## config.mk

```make
export PLATFORM = sky130hd
export DESIGN_NAME = uart_packetizer
export DESIGN_NICKNAME = d
export VERILOG_FILES = /design/src/hdl/uart_pkt_pkg.sv /design/src/hdl/uart_packetizer.sv
export SDC_FILE = /design/constraint.sdc
export NUM_CORES = 1
export LEC_CHECK = 0
export ABC_AREA = 1
export BUFFER_PORTS_ARGS = -buffer_cell sky130_fd_sc_hd__buf_2
export CAP_MARGIN = 10
export CELL_PAD_IN_SITES_DETAIL_PLACEMENT = 1
export CELL_PAD_IN_SITES_GLOBAL_PLACEMENT = 1
export CORE_ASPECT_RATIO = 1.5
export CORE_UTILIZATION = 30
export DETAILED_ROUTE_END_ITERATION = 6
export GPL_TIMING_DRIVEN = 1
export MAX_ROUTING_LAYER = met4
export PLACE_DENSITY_LB_ADDON = 0.1
export SLEW_MARGIN = 20
export SYNTH_ARGS = -nofsm -noshare
export SYNTH_HDL_FRONTEND = slang
export SYNTH_SLANG_ARGS = --single-unit
```

## constraint.sdc

```tcl
create_clock -name clk_sys_i -period 7 [get_ports clk_sys_i]
set_input_delay 1.4 -clock clk_sys_i [delete_from_list [all_inputs] [get_ports clk_sys_i]]
set_output_delay 1.4 -clock clk_sys_i [all_outputs]
set_load 0.1 [all_outputs]
```

## src/hdl/uart_pkt_pkg.sv

```systemverilog
// Notes on behaviour
// - Software picks bit rate; default 9600 baud.
// - Seven or eight data bits; eight after reset.
// - Parity none, even or odd; none after reset.
// - Receiver flags parity mismatch as error.
// - One or two stop bits; one after reset.
// - Flow control only in data-bridge mode.
// - Hardware flow uses RTS and CTS lines.
// - Software flow sends XOFF, then XON.
// - Byte-count trigger releases block, default 128.
// - Idle-timeout trigger in ms since last character.
// - Window trigger in ms since first character.
// - Clear command empties receive buffer.
// - Clear command empties transmit buffer.
// - Console or data-bridge mode; console after reset.
package uart_pkt_pkg;
  localparam int CLK_HZ = 250_000_000;
  localparam int CLK_NS = 4;
  localparam int MS_NS = 1_000_000;
  localparam int MS_CYC = MS_NS / CLK_NS;
  localparam int OS = 16;
  localparam int BAUD_DEF = 9600;
  localparam logic [15:0] DIV_DEF = 16'((CLK_HZ + OS * BAUD_DEF / 2) / (OS * BAUD_DEF));
  localparam logic [7:0] A_CTRL = 8'h00;
  localparam logic [7:0] A_BAUD = 8'h04;
  localparam logic [7:0] A_THR = 8'h08;
  localparam logic [7:0] A_IDLE = 8'h0C;
  localparam logic [7:0] A_WIN = 8'h10;
  localparam logic [7:0] A_CMD = 8'h14;
  localparam logic [7:0] A_TXD = 8'h18;
  localparam logic [7:0] A_RXD = 8'h1C;
  localparam logic [7:0] A_STAT = 8'h20;
  localparam logic [7:0] A_ISTS = 8'h24;
  localparam logic [7:0] A_IMSK = 8'h28;
  localparam int CMD_CLR_RX = 0;
  localparam int CMD_CLR_TX = 1;
  localparam int I_RX = 0;
  localparam int I_PERR = 1;
  localparam int I_BLK = 2;
  localparam int I_OVR = 3;
  localparam logic [1:0] PAR_NONE = 2'h0;
  localparam logic [1:0] PAR_ODD = 2'h2;
  localparam logic [1:0] FLOW_HW = 2'h1;
  localparam logic [1:0] FLOW_SW = 2'h2;
  localparam logic [10:0] THR_DEF = 11'h080;
  localparam logic [15:0] IDLE_DEF = 16'h0000;
  localparam logic [15:0] WIN_DEF = 16'h0064;
  localparam logic [7:0] CH_XON = 8'h11;
  localparam logic [7:0] CH_XOFF = 8'h13;
  localparam logic [3:0] TK_MID = 4'h7;
  localparam logic [3:0] TK_END = 4'hF;
  typedef struct packed {
    logic win_en;
    logic idle_en;
    logic cnt_en;
    logic [1:0] flow;
    logic stop2;
    logic [1:0] par;
    logic data7;
    logic bridge;
  } cfg_s;
  localparam logic [9:0] CFG_DEF = 10'h180;
endpackage

```

## src/hdl/uart_packetizer.sv

```systemverilog
`timescale 1ns/1ps
module uart_packetizer
  import uart_pkt_pkg::*;
#(
  parameter int MS_CYCLES = MS_CYC
) (
  // Clock and reset
  input wire logic clk_sys_i,
  input wire logic nrst_i,
  // APB slave
  input wire logic [7:0] paddr_i,
  input wire logic psel_i,
  input wire logic penable_i,
  input wire logic pwrite_i,
  input wire logic [31:0] pwdata_i,
  output logic [31:0] prdata_o,
  output logic pready_o,
  output logic pslverr_o,
  // Serial line
  input wire logic rxd_i,
  output logic txd_o,
  input wire logic cts_n_i,
  output logic rts_n_o,
  // Events
  output logic irq_o,
  output logic blk_rel_o
);

  typedef enum logic [4:0] {
    RX_IDLE = 5'h01, RX_START = 5'h02, RX_DATA = 5'h04, RX_PAR = 5'h08, RX_STOP = 5'h10
  } rx_st_e;
  typedef enum logic [4:0] {
    TX_IDLE = 5'h01, TX_START = 5'h02, TX_DATA = 5'h04, TX_PAR = 5'h08, TX_STOP = 5'h10
  } tx_st_e;

  cfg_s cfg_r;
  logic [15:0] div_r, idle_set_r, win_set_r, os_cnt_r, idle_ms_r, win_ms_r;
  logic [10:0] thr_r, blk_cnt_r;
  logic [31:0] prdata_r, rdata;
  logic [3:0] sts_r, mask_r, ev;
  logic hit, apb_wr, apb_rd, os_tick, ms_tick, fire;
  logic [31:0] ms_pre_r;
  rx_st_e rx_st_r;
  tx_st_e tx_st_r;
  logic rx_s0_r, rx_s1_r, cts_s0_r, cts_s1_r;
  logic [3:0] rx_tk_r, tx_tk_r;
  logic [2:0] rx_bit_r, tx_bit_r, last_bit;
  logic [7:0] rx_sh_r, rx_byte, rx_data_r, tx_hold_r, tx_sh_r;
  logic rx_par_r, perr_r, rx_full_r, rx_done, store, ctl_rx;
  logic tx_full_r, tx_par_r, txd_r, rts_n_r, blk_rel_r;
  logic hw_fc, sw_fc, xoff_sent_r, xoff_rcv_r, pend_x, tx_go, tx_ld, clr_rx, clr_tx;

  assign apb_wr = psel_i && penable_i && pwrite_i;
  assign apb_rd = psel_i && penable_i && !pwrite_i;
  assign clr_rx = apb_wr && paddr_i == A_CMD && pwdata_i[CMD_CLR_RX];
  assign clr_tx = apb_wr && paddr_i == A_CMD && pwdata_i[CMD_CLR_TX];
  assign last_bit = cfg_r.data7 ? 3'h6 : 3'h7;
  assign hw_fc = cfg_r.bridge && cfg_r.flow == FLOW_HW;
  assign sw_fc = cfg_r.bridge && cfg_r.flow == FLOW_SW;

  always_comb begin
    hit = 1'b1;
    rdata = 32'h0000_0000;
    case (paddr_i)
      A_CTRL: rdata = {22'h0, cfg_r};
      A_BAUD: rdata = {16'h0000, div_r};
      A_THR: rdata = {21'h0, thr_r};
      A_IDLE: rdata = {16'h0000, idle_set_r};
      A_WIN: rdata = {16'h0000, win_set_r};
      A_CMD, A_TXD: rdata = 32'h0000_0000;
      A_RXD: rdata = {24'h00_0000, rx_data_r};
      A_STAT: rdata = {17'h0, blk_cnt_r, xoff_rcv_r, tx_st_r != TX_IDLE, tx_full_r, rx_full_r};
      A_ISTS: rdata = {28'h000_0000, sts_r};
      A_IMSK: rdata = {28'h000_0000, mask_r};
      default: hit = 1'b0;
    endcase
  end

  // Read data is captured in the setup phase so the access phase completes at once.
  always_ff @(posedge clk_sys_i) begin
    if (!nrst_i) begin
      prdata_r <= 32'h0000_0000;
    end else if (psel_i && !penable_i) begin
      prdata_r <= rdata;
    end
  end
  assign prdata_o = prdata_r;
  assign pready_o = 1'b1;
  assign pslverr_o = psel_i && penable_i && !hit;

  always_ff @(posedge clk_sys_i) begin
    if (!nrst_i) begin
      cfg_r <= cfg_s'(CFG_DEF);
      div_r <= DIV_DEF;
      thr_r <= THR_DEF;
      idle_set_r <= IDLE_DEF;
      win_set_r <= WIN_DEF;
      mask_r <= 4'h0;
    end else if (apb_wr) begin
      case (paddr_i)
        A_CTRL: cfg_r <= cfg_s'(pwdata_i[9:0]);
        A_BAUD: div_r <= pwdata_i[15:0];
        A_THR: thr_r <= pwdata_i[10:0];
        A_IDLE: idle_set_r <= pwdata_i[15:0];
        A_WIN: win_set_r <= pwdata_i[15:0];
        A_IMSK: mask_r <= pwdata_i[3:0];
        default: mask_r <= mask_r;
      endcase
    end
  end

  // Sixteen ticks per bit; a divider of zero behaves as one.
  assign os_tick = os_cnt_r + 16'h0001 >= div_r;
  always_ff @(posedge clk_sys_i) begin
    if (!nrst_i || os_tick) begin
      os_cnt_r <= 16'h0000;
    end else begin
      os_cnt_r <= os_cnt_r + 16'h0001;
    end
  end

  always_ff @(posedge clk_sys_i) begin
    if (!nrst_i) begin
      rx_s0_r <= 1'b1;
      rx_s1_r <= 1'b1;
      cts_s0_r <= 1'b1;
      cts_s1_r <= 1'b1;
    end else begin
      rx_s0_r <= rxd_i;
      rx_s1_r <= rx_s0_r;
      cts_s0_r <= cts_n_i;
      cts_s1_r <= cts_s0_r;
    end
  end

  // Receiver: the start edge restarts the tick count, so samples land within one tick of mid-bit.
  always_ff @(posedge clk_sys_i) begin
    if (!nrst_i) begin
      rx_st_r <= RX_IDLE;
      rx_tk_r <= 4'h0;
      rx_bit_r <= 3'h0;
      rx_sh_r <= 8'h00;
      rx_par_r <= 1'b0;
      perr_r <= 1'b0;
    end else begin
      case (rx_st_r)
        RX_IDLE: begin
          rx_tk_r <= 4'h0;
          rx_bit_r <= 3'h0;
          rx_par_r <= 1'b0;
          perr_r <= 1'b0;
          if (!rx_s1_r) begin
            rx_st_r <= RX_START;
          end
        end
        RX_START: begin
          if (os_tick) begin
            rx_tk_r <= rx_tk_r + 4'h1;
            if (rx_tk_r == TK_MID) begin
              rx_tk_r <= 4'h0;
              rx_st_r <= rx_s1_r ? RX_IDLE : RX_DATA;
            end
          end
        end
        RX_DATA: begin
          if (os_tick) begin
            rx_tk_r <= rx_tk_r + 4'h1;
            if (rx_tk_r == TK_END) begin
              rx_sh_r <= {rx_s1_r, rx_sh_r[7:1]};
              rx_par_r <= rx_par_r ^ rx_s1_r;
              rx_bit_r <= rx_bit_r + 3'h1;
              if (rx_bit_r == last_bit) begin
                rx_st_r <= cfg_r.par == PAR_NONE ? RX_STOP : RX_PAR;
              end
            end
          end
        end
        RX_PAR: begin
          if (os_tick) begin
            rx_tk_r <= rx_tk_r + 4'h1;
            if (rx_tk_r == TK_END) begin
              perr_r <= rx_par_r ^ rx_s1_r ^ (cfg_r.par == PAR_ODD);
              rx_st_r <= RX_STOP;
            end
          end
        end
        RX_STOP: begin
          if (os_tick) begin
            rx_tk_r <= rx_tk_r + 4'h1;
            if (rx_tk_r == TK_END) begin
              rx_st_r <= RX_IDLE;
            end
          end
        end
        default: rx_st_r <= RX_IDLE;
      endcase
    end
  end

  assign rx_done = rx_st_r == RX_STOP && os_tick && rx_tk_r == TK_END;
  assign rx_byte = cfg_r.data7 ? {1'b0, rx_sh_r[7:1]} : rx_sh_r;
  assign ctl_rx = sw_fc && (rx_byte == CH_XON || rx_byte == CH_XOFF);
  assign store = rx_done && !ctl_rx;

  // A new byte wins over a pop or a clear in the same cycle.
  always_ff @(posedge clk_sys_i) begin
    if (!nrst_i) begin
      rx_full_r <= 1'b0;
      rx_data_r <= 8'h00;
    end else begin
      if (store) begin
        rx_full_r <= 1'b1;
        rx_data_r <= rx_byte;
      end else if (clr_rx || (apb_rd && paddr_i == A_RXD)) begin
        rx_full_r <= 1'b0;
      end
    end
  end

  always_ff @(posedge clk_sys_i) begin
    if (!nrst_i) begin
      xoff_rcv_r <= 1'b0;
      xoff_sent_r <= 1'b0;
      rts_n_r <= 1'b0;
    end else begin
      rts_n_r <= hw_fc && rx_full_r;
      if (!sw_fc) begin
        xoff_rcv_r <= 1'b0;
        xoff_sent_r <= 1'b0;
      end else begin
        if (rx_done && ctl_rx) begin
          xoff_rcv_r <= rx_byte == CH_XOFF;
        end
        if (tx_ld && pend_x) begin
          xoff_sent_r <= rx_full_r;
        end
      end
    end
  end
  assign rts_n_o = rts_n_r;

  // Flow characters jump ahead of held data and ignore a received XOFF.
  assign pend_x = sw_fc && (rx_full_r != xoff_sent_r);
  assign tx_go = tx_full_r && !(hw_fc && cts_s1_r) && !xoff_rcv_r;
  assign tx_ld = tx_st_r == TX_IDLE && (pend_x || tx_go);

  always_ff @(posedge clk_sys_i) begin
    if (!nrst_i) begin
      tx_full_r <= 1'b0;
      tx_hold_r <= 8'h00;
    end else if (clr_tx) begin
      tx_full_r <= 1'b0;
    end else if (apb_wr && paddr_i == A_TXD) begin
      tx_full_r <= 1'b1;
      tx_hold_r <= pwdata_i[7:0];
    end else if (tx_ld && !pend_x) begin
      tx_full_r <= 1'b0;
    end
  end

  always_ff @(posedge clk_sys_i) begin
    if (!nrst_i) begin
      tx_st_r <= TX_IDLE;
      tx_tk_r <= 4'h0;
      tx_bit_r <= 3'h0;
      tx_sh_r <= 8'h00;
      tx_par_r <= 1'b0;
      txd_r <= 1'b1;
    end else begin
      case (tx_st_r)
        TX_IDLE: begin
          tx_tk_r <= 4'h0;
          tx_bit_r <= 3'h0;
          txd_r <= 1'b1;
          if (tx_ld) begin
            tx_sh_r <= pend_x ? (rx_full_r ? CH_XOFF : CH_XON) : tx_hold_r;
            tx_par_r <= (cfg_r.par == PAR_ODD) ^
                        ^((pend_x ? (rx_full_r ? CH_XOFF : CH_XON) : tx_hold_r) &
                          {!cfg_r.data7, 7'h7F});
            txd_r <= 1'b0;
            tx_st_r <= TX_START;
          end
        end
        TX_START: begin
          if (os_tick) begin
            tx_tk_r <= tx_tk_r + 4'h1;
            if (tx_tk_r == TK_END) begin
              txd_r <= tx_sh_r[0];
              tx_st_r <= TX_DATA;
            end
          end
        end
        TX_DATA: begin
          if (os_tick) begin
            tx_tk_r <= tx_tk_r + 4'h1;
            if (tx_tk_r == TK_END) begin
              tx_sh_r <= {1'b0, tx_sh_r[7:1]};
              tx_bit_r <= tx_bit_r + 3'h1;
              txd_r <= tx_sh_r[1];
              if (tx_bit_r == last_bit) begin
                tx_bit_r <= 3'h0;
                txd_r <= cfg_r.par == PAR_NONE ? 1'b1 : tx_par_r;
                tx_st_r <= cfg_r.par == PAR_NONE ? TX_STOP : TX_PAR;
              end
            end
          end
        end
        TX_PAR: begin
          if (os_tick) begin
            tx_tk_r <= tx_tk_r + 4'h1;
            if (tx_tk_r == TK_END) begin
              txd_r <= 1'b1;
              tx_st_r <= TX_STOP;
            end
          end
        end
        TX_STOP: begin
          if (os_tick) begin
            tx_tk_r <= tx_tk_r + 4'h1;
            if (tx_tk_r == TK_END) begin
              tx_bit_r <= 3'h1;
              if (!cfg_r.stop2 || tx_bit_r != 3'h0) begin
                tx_st_r <= TX_IDLE;
              end
            end
          end
        end
        default: tx_st_r <= TX_IDLE;
      endcase
    end
  end
  assign txd_o = txd_r;

  assign ms_tick = ms_pre_r == 32'(MS_CYCLES - 1);
  always_ff @(posedge clk_sys_i) begin
    if (!nrst_i || ms_tick) begin
      ms_pre_r <= 32'h0000_0000;
    end else begin
      ms_pre_r <= ms_pre_r + 32'h0000_0001;
    end
  end

  // Blocks are released only in data-bridge mode; console traffic just accumulates.
  assign fire = cfg_r.bridge && blk_cnt_r != 11'h000 &&
                ((cfg_r.cnt_en && blk_cnt_r >= thr_r) ||
                 (cfg_r.idle_en && idle_ms_r >= idle_set_r) ||
                 (cfg_r.win_en && win_ms_r >= win_set_r));

  always_ff @(posedge clk_sys_i) begin
    if (!nrst_i) begin
      blk_cnt_r <= 11'h000;
      idle_ms_r <= 16'h0000;
      win_ms_r <= 16'h0000;
      blk_rel_r <= 1'b0;
    end else begin
      blk_rel_r <= fire;
      if (clr_rx || fire) begin
        blk_cnt_r <= {10'h000, store};
        idle_ms_r <= 16'h0000;
        win_ms_r <= 16'h0000;
      end else begin
        if (store && blk_cnt_r != 11'h7FF) begin
          blk_cnt_r <= blk_cnt_r + 11'h001;
        end
        if (store) begin
          idle_ms_r <= 16'h0000;
        end else if (ms_tick && idle_ms_r != 16'hFFFF) begin
          idle_ms_r <= idle_ms_r + 16'h0001;
        end
        if (ms_tick && blk_cnt_r != 11'h000 && win_ms_r != 16'hFFFF) begin
          win_ms_r <= win_ms_r + 16'h0001;
        end
      end
    end
  end
  assign blk_rel_o = blk_rel_r;

  assign ev = {store && rx_full_r && !clr_rx, blk_rel_r, rx_done && perr_r, store};
  always_ff @(posedge clk_sys_i) begin
    if (!nrst_i) begin
      sts_r <= 4'h0;
    end else if (apb_wr && paddr_i == A_ISTS) begin
      sts_r <= (sts_r & ~pwdata_i[3:0]) | ev;
    end else begin
      sts_r <= sts_r | ev;
    end
  end
  assign irq_o = |(sts_r & mask_r);

  property p_rts;
    @(posedge clk_sys_i) disable iff (!nrst_i) hw_fc && rx_full_r |=> rts_n_o;
  endproperty
  a_rts: assert property (p_rts) else $error("RTS not raised when full");

  property p_mode;
    @(posedge clk_sys_i) disable iff (!nrst_i) !cfg_r.bridge |-> !pend_x ##1 !rts_n_o;
  endproperty
  a_mode: assert property (p_mode) else $error("Flow control active in console");

  property p_cnt;
    @(posedge clk_sys_i) disable iff (!nrst_i)
      cfg_r.bridge && cfg_r.cnt_en && blk_cnt_r != 11'h000 && blk_cnt_r >= thr_r |=> blk_rel_o;
  endproperty
  a_cnt: assert property (p_cnt) else $error("Byte count did not release");

  property p_restart;
    @(posedge clk_sys_i) disable iff (!nrst_i)
      blk_rel_o |-> blk_cnt_r <= 11'h001 && win_ms_r == 16'h0000 && idle_ms_r == 16'h0000;
  endproperty
  a_restart: assert property (p_restart) else $error("Counters not restarted");

  property p_clr_rx;
    @(posedge clk_sys_i) disable iff (!nrst_i) clr_rx && !store |=> !rx_full_r;
  endproperty
  a_clr_rx: assert property (p_clr_rx) else $error("Receive buffer not cleared");

  property p_clr_tx;
    @(posedge clk_sys_i) disable iff (!nrst_i) clr_tx |=> !tx_full_r;
  endproperty
  a_clr_tx: assert property (p_clr_tx) else $error("Transmit buffer not cleared");

  property p_stop;
    @(posedge clk_sys_i) disable iff (!nrst_i)
      tx_st_r == TX_STOP || tx_st_r == TX_IDLE |-> txd_o;
  endproperty
  a_stop: assert property (p_stop) else $error("Stop level low");

  property p_perr;
    @(posedge clk_sys_i) disable iff (!nrst_i) rx_done && perr_r |=> sts_r[I_PERR];
  endproperty
  a_perr: assert property (p_perr) else $error("Parity error not reported");

  property p_xoff;
    @(posedge clk_sys_i) disable iff (!nrst_i)
      sw_fc && rx_full_r && !xoff_sent_r && tx_st_r == TX_IDLE |=> tx_sh_r == CH_XOFF;
  endproperty
  a_xoff: assert property (p_xoff) else $error("XOFF not sent");

endmodule // uart_packetizer

```

### Yosys cells after proc, flatten, opt, wreduce, memory -nomap -nowiden

Cells that the tools add are included.

| storage, ports and cells | value |
|---|---|
| register bits after elaboration | 270 |
| latch bits | 0 |
| bits in writable memories | 0 |
| ROM bits | 0 |
| bits of input ports | 47 |
| logic and storage cells | 300 |
| memories | 0 |

| cells by class | value |
|---|---|
| $add $sub $neg | 9 |
| multiply operators | 0 |
| divide/modulo/power cells | 0 |
| order comparisons | 4 |
| equality and inequality tests | 59 |
| shift-type cells | 0 |
| mux-type cells | 73 |
| bitwise operators | 11 |
| reductions and logical operators | 99 |

Operators by type and width:

| cell | number |
|---|---|
| 16-bit case mux with 9 select lines | 1 |
| 5-bit 2-to-1 mux | 22 |
| 5-bit case mux with 5 select lines | 2 |
| 16-bit by 1-bit adder with 16-bit output (second input constant) | 3 |
| 8-bit by 5-bit equality test with 1-bit output (second input constant) | 6 |
| 16-bit >= comparator | 3 |
| 2-bit inequality test (second input constant) | 21 |
| 8-bit 2-to-1 mux | 5 |
| 1-bit logical AND | 38 |
| 32-bit by 1-bit adder with 32-bit output (second input constant) | 1 |
| 32-bit by 18-bit equality test with 1-bit output (second input constant) | 1 |
| 16-bit inequality test (second input constant) | 2 |
| 8-bit by 6-bit equality test with 1-bit output (second input constant) | 3 |
| 3-bit 2-to-1 mux | 8 |
| 1-bit 2-to-1 mux | 21 |
| 4-bit 2-to-1 mux | 5 |
| 2-bit AND reduction | 10 |
| 8-bit by 4-bit equality test with 1-bit output (second input constant) | 2 |
| 8-bit case mux with 2 select lines | 1 |
| 2-bit nonzero test | 7 |
| 4-bit case mux with 3 select lines | 1 |
| 3-bit AND reduction | 4 |
| 11-bit by 1-bit adder with 11-bit output (second input constant) | 1 |
| 11-bit >= comparator | 1 |
| other kinds (46) | 86 |

### Logic depth before layout (Yosys ltp)

| depth | value |
|---|---|
| word-level depth | 11 |
| mapped depth | 23 |

### Worst setup path after synthesis

Ideal clock, no wire load.

| timing | value |
|---|---|
| kind | input to output |
| from | input port paddr_i[7] |
| to | output port pslverr_o |
| data arrival time | 5.054 ns |
| data required time | 5.600 ns |
| slack | 0.546 ns |
| stages on the path | 7 |
| cells stage by stage | nor2_1 -> nand2_1 -> nor2_2 -> nand2_1 -> clkbuf_1 -> nand4_1 -> nor4_1 |

| on the way | value |
|---|---|
| longest elaborated chain between the ends | 5 |
| elaborated cells between the ends (all ways) | 15 |
| classes of those cells | 10 x eq/ne; 1 x mux; 4 x reduce/logical |

RTL lines:

| item | line | source |
|---|---|---|
| start: declaration | uart_packetizer.sv:11 | `input wire logic [7:0] paddr_i,` |
| 8-bit by 5-bit equality test with 1-bit output (tied with other cells) | uart_packetizer.sv:64 | `case (paddr_i)` |
| 11-bit OR reduction (no source line) * | -- |  |
| 1-bit 2-to-1 mux * | uart_packetizer.sv:64 |  |
| 1-bit logical NOT * | uart_packetizer.sv:89 | `assign pslverr_o = psel_i && penable_i && !hit;` |
| 1-bit logical AND * | uart_packetizer.sv:89 |  |
| end: declaration | uart_packetizer.sv:18 | `output logic pslverr_o,` |

Mark *: on every way between the ends. The rest lies on a longest branch, timed or not.

### Final worst setup path

| timing | value |
|---|---|
| from | input port paddr_i[4] |
| to | output port pslverr_o |

Same word-level chain as after synthesis.

==> metrics.yaml <==
placement:
  hpwl_um: 35900
  port_buffers: 51
  post_dp_cell_area_mm2: 0.0147
  gp_congestion: 0.826
grt:
  grt_first_pass_wirelength_um: 73900
  grt_pass1_vias: 13400
  grtUsageMet2_pct: 39.1
  grtUsageMet1_pct: 21.4
  grt_overflow_total: 0
  antenna_found_initial: 0
  grtUsageTotal_pct: 20.5
  grt_max_degree: 115
  grt.busiest_layer: "met2"
  grt_use_met3_pct: 1.94
power_and_ir_drop:
  power.density_mw_per_mm2: 234
  p_leak_nw: 6.43
  vdd_drop_max_mv: 0.166
timing:
  final_hold_viol_count: 0
  tightest_slew_ns: 0.949
  max-slew-margin-rel_pct: 36.5
  tns_ns: 0
  slew_violations: 0
  rsz0062_at_grt: "no"
  period_share_pct: 70.0
  skew_ns: 0.0358
  max_freq_mhz: 204
  period_minus_slack_ns: 4.90
  finalSetupViolCount: 0
floorplan:
  die-height_um: 267
  chipWidth_um: 178
  ios: 85
  coreArea_mm2: 0.0459
  rows: 96
  start_util_pct: 30.5
  die_area_mm2: 0.0476
critical_path:
  worstReg2RegEnd: "blk_cnt_r[4]$_SDFFE_PP0P_"
  cp-end-kind: "output port"
  worstSetupPathType: "in -> out"
  start_kind: "primary input"
  arrival_ns: 3.50
  r2r-start: "os_cnt_r[0]$_SDFF_PP0_"
  r2r_slack_ns: 2.85
  r2r_cells: 21
  critPathMaxFanout: 16
  cp_data_required_time_ns: 5.60
final_layout:
  synthToLayoutAreaGrowth_pct: 12.6
  diodes: 0
  drive_gt1_share_pct: 8.79
  nNetsFinal: 2140
  final_area_mm2: 0.0158
  n_fill_cell: 5741
outcome:
  status: "complete, no violations"
synth:
  muxShareOfSynthArea_pct: 0.0714
  synth_seq_cells: 254
  ys_async_sr_fraction_pct: 0
  synth_compound_area_share_pct: 17.1
  synth_top_cell_by_area: "dfxtp_1"
  ys_seq_area_share_pct: 36.3
  syn_area_per_cell_um2: 7.04
  synthFlopType: "dfxtp_1"
  synthAdderAreaFrac_pct: 6.25
  yosys-top-cells-count: "nand2_1 (357), inv_1 (298), dfxtp_1 (254)"
  synth_most_common_cell: "nand2_1"
  syn_area_mm2: 0.0140
  ys_warn_count: 0
  synth.top_cells.by_area: "dfxtp_1 (36%), nand2_1 (9.6%), inv_1 (8.0%)"
  synth_edf_count: 0
  yosys.cell_types.count: 57
  postSynthCellCount: 1992
  synth_top_family_by_area: "simple AND/OR/NAND/NOR gates"
  synth_top_area_share_pct: 36.3
  yosys.area_share.simple_pct: 26.2
  synth-xor-area-share_pct: 2.87
clock_tree:
  cts_resized: 0
  cts_setup_buffers: 0
  cts_root_buf: "clkbuf_16"
  cts_made_buffers: 31
  ctsHoldBuffers: 0
  clkTransAtPathRegs_ns: 0.06
  clkLatencyLatePin_ns: 0.59
  cts_tree: "done"
  cts.htree.levels: 1
  cts_sinks: 254
  clk_path_buf_depth: 3
routing:
  drtAntennaViolNets: 0
  wl_per_cell_um: 17.8
  via_count: 13000
  drc: 0
  via_per_inst: 4.94
  wl_um: 46800
  drtIter0Drc: 491
  dr.pass1.iters: 4
hold_path:
  min_delay_worst_endpoint: "rx_s1_r$_SDFF_PN1_"
  whs_path_depth: 1
  hold_path.class: "reg -> reg"
  min_from: "rx_s0_r$_SDFF_PN1_"
flow_run:
  drv_cap: 0
## worst max-delay path: stages
cell,delay [ns]
buf_2,0.08
inv_1,0.04
nand2_1,0.10
nor2_2,0.07
nand2_1,0.60
nand4_1,0.21
nor4_1,0.48
buf_2,0.52
## power by group
| part | switching, W | internal [W] | total (W) | leakage, nW |
|---|---|---|---|---|
| Sequential | 0.0000261 | 0.00148 | 0.00151 | 2.05 |
| Combinational | 0.000349 | 0.000124 | 0.000473 | 3.84 |
| Clock | 0.000675 | 0.00104 | 0.00171 | 0.540 |
## cell usage in the layout (no fill, tap or decap), drive strengths merged, types with 2 or more instances in the layout
| cell type | instances |
|---|---|
| nand3b | 2 |
| nor3 | 53 |
| o221ai | 7 |
| o211ai | 15 |
| o22ai | 27 |
| xnor2 | 9 |
| nor3b | 12 |
| o21bai | 4 |
| bufinv | 3 |
| and2 | 3 |
| dfxtp | 254 |
| clkbuf | 47 |
| a21oi | 207 |
| or2 | 11 |
| nor2 | 204 |
| inv | 310 |
| a21o | 3 |
| o21ai | 164 |
| nand2 | 368 |
| nand4 | 49 |
| nand3 | 74 |
| clkinv | 5 |
| o31ai | 7 |
| nor4 | 19 |
| o21a | 3 |
| ha | 70 |
| xor2 | 37 |
| buf | 55 |
| conb | 17 |
## state kept, by name, summed over array words and instances (netlist names), 5 cells and up
name / count
win_ms_r: 16
idle_set_r: 16
blk_cnt_r: 11
tx_sh_r: 8
win_set_r: 16
prdata_o: 16
cfg_r: 10
rx_st_r: 5
os_cnt_r: 16
ms_pre_r: 32
idle_ms_r: 16
rx_sh_r: 8
thr_r: 11
rx_data_r: 8
tx_st_r: 5
div_r: 16
tx_hold_r: 8
## per-stage QoR
step / total power (W) / setup slack [ns] / util (%) / cells / hold slack, ns
after floorplan: 0.00192 / 0.546 / - / 2007 / 0.393
after global placement: 0.00201 / 2.24 / 32.0 / 2578 / 0.394
after detailed placement: 0.00202 / 2.16 / 32.0 / 2578 / 0.399
after CTS: 0.00377 / 2.16 / 34.4 / 2636 / 0.414
after global routing: 0.00388 / 2.06 / 34.4 / 2636 / 0.436
final: 0.00370 / 2.10 / 34.4 / 2636 / 0.413
## metal layers
| layer | part of all wire (%) | up-vias |
|---|---|---|
| met5 | 0 | - |
| met4 | 3.6 | 0 |
| met3 | 2.5 | 80 |
| met2 | 55 | 169 |
| met1 | 39 | 6197 |
| li1 | - | 6575 |
## cell families after synthesis
kind of cell | Yosys count
fa+ha+maj | 70
buf+inv | 380
mux | 1
compound gates | 444
flops | 254
xor+xnor | 46
simple gates | 795
other cells | 2
## layout make-up
cell class	count	area, µm²	share of cell area [%]
clock buffer	47	946	5.99
clock inverter	11	143	0.904
inverter	308	1160	7.33
multi-input combinational	1373	7420	47.0
sequential	254	5080	32.2
tap	588	736	4.66
timing repair buffer	55	292	1.85
## worst max-delay path by stage
| stage | slack [ns] | end | cells past startpoint | from |
|---|---|---|---|---|
| after detailed placement | 2.16 | pslverr_o | 8 | paddr_i[4] |
| after global placement | 2.24 | pslverr_o | 8 | paddr_i[7] |
| after global routing | 2.06 | pslverr_o | 8 | paddr_i[2] |
| after floorplan | 0.55 | pslverr_o | 7 | paddr_i[7] |
| after CTS | 2.16 | pslverr_o | 8 | paddr_i[4] |
| final | 2.10 | pslverr_o | 8 | paddr_i[4] |
Note: power is estimated with default switching activity, not from simulation.
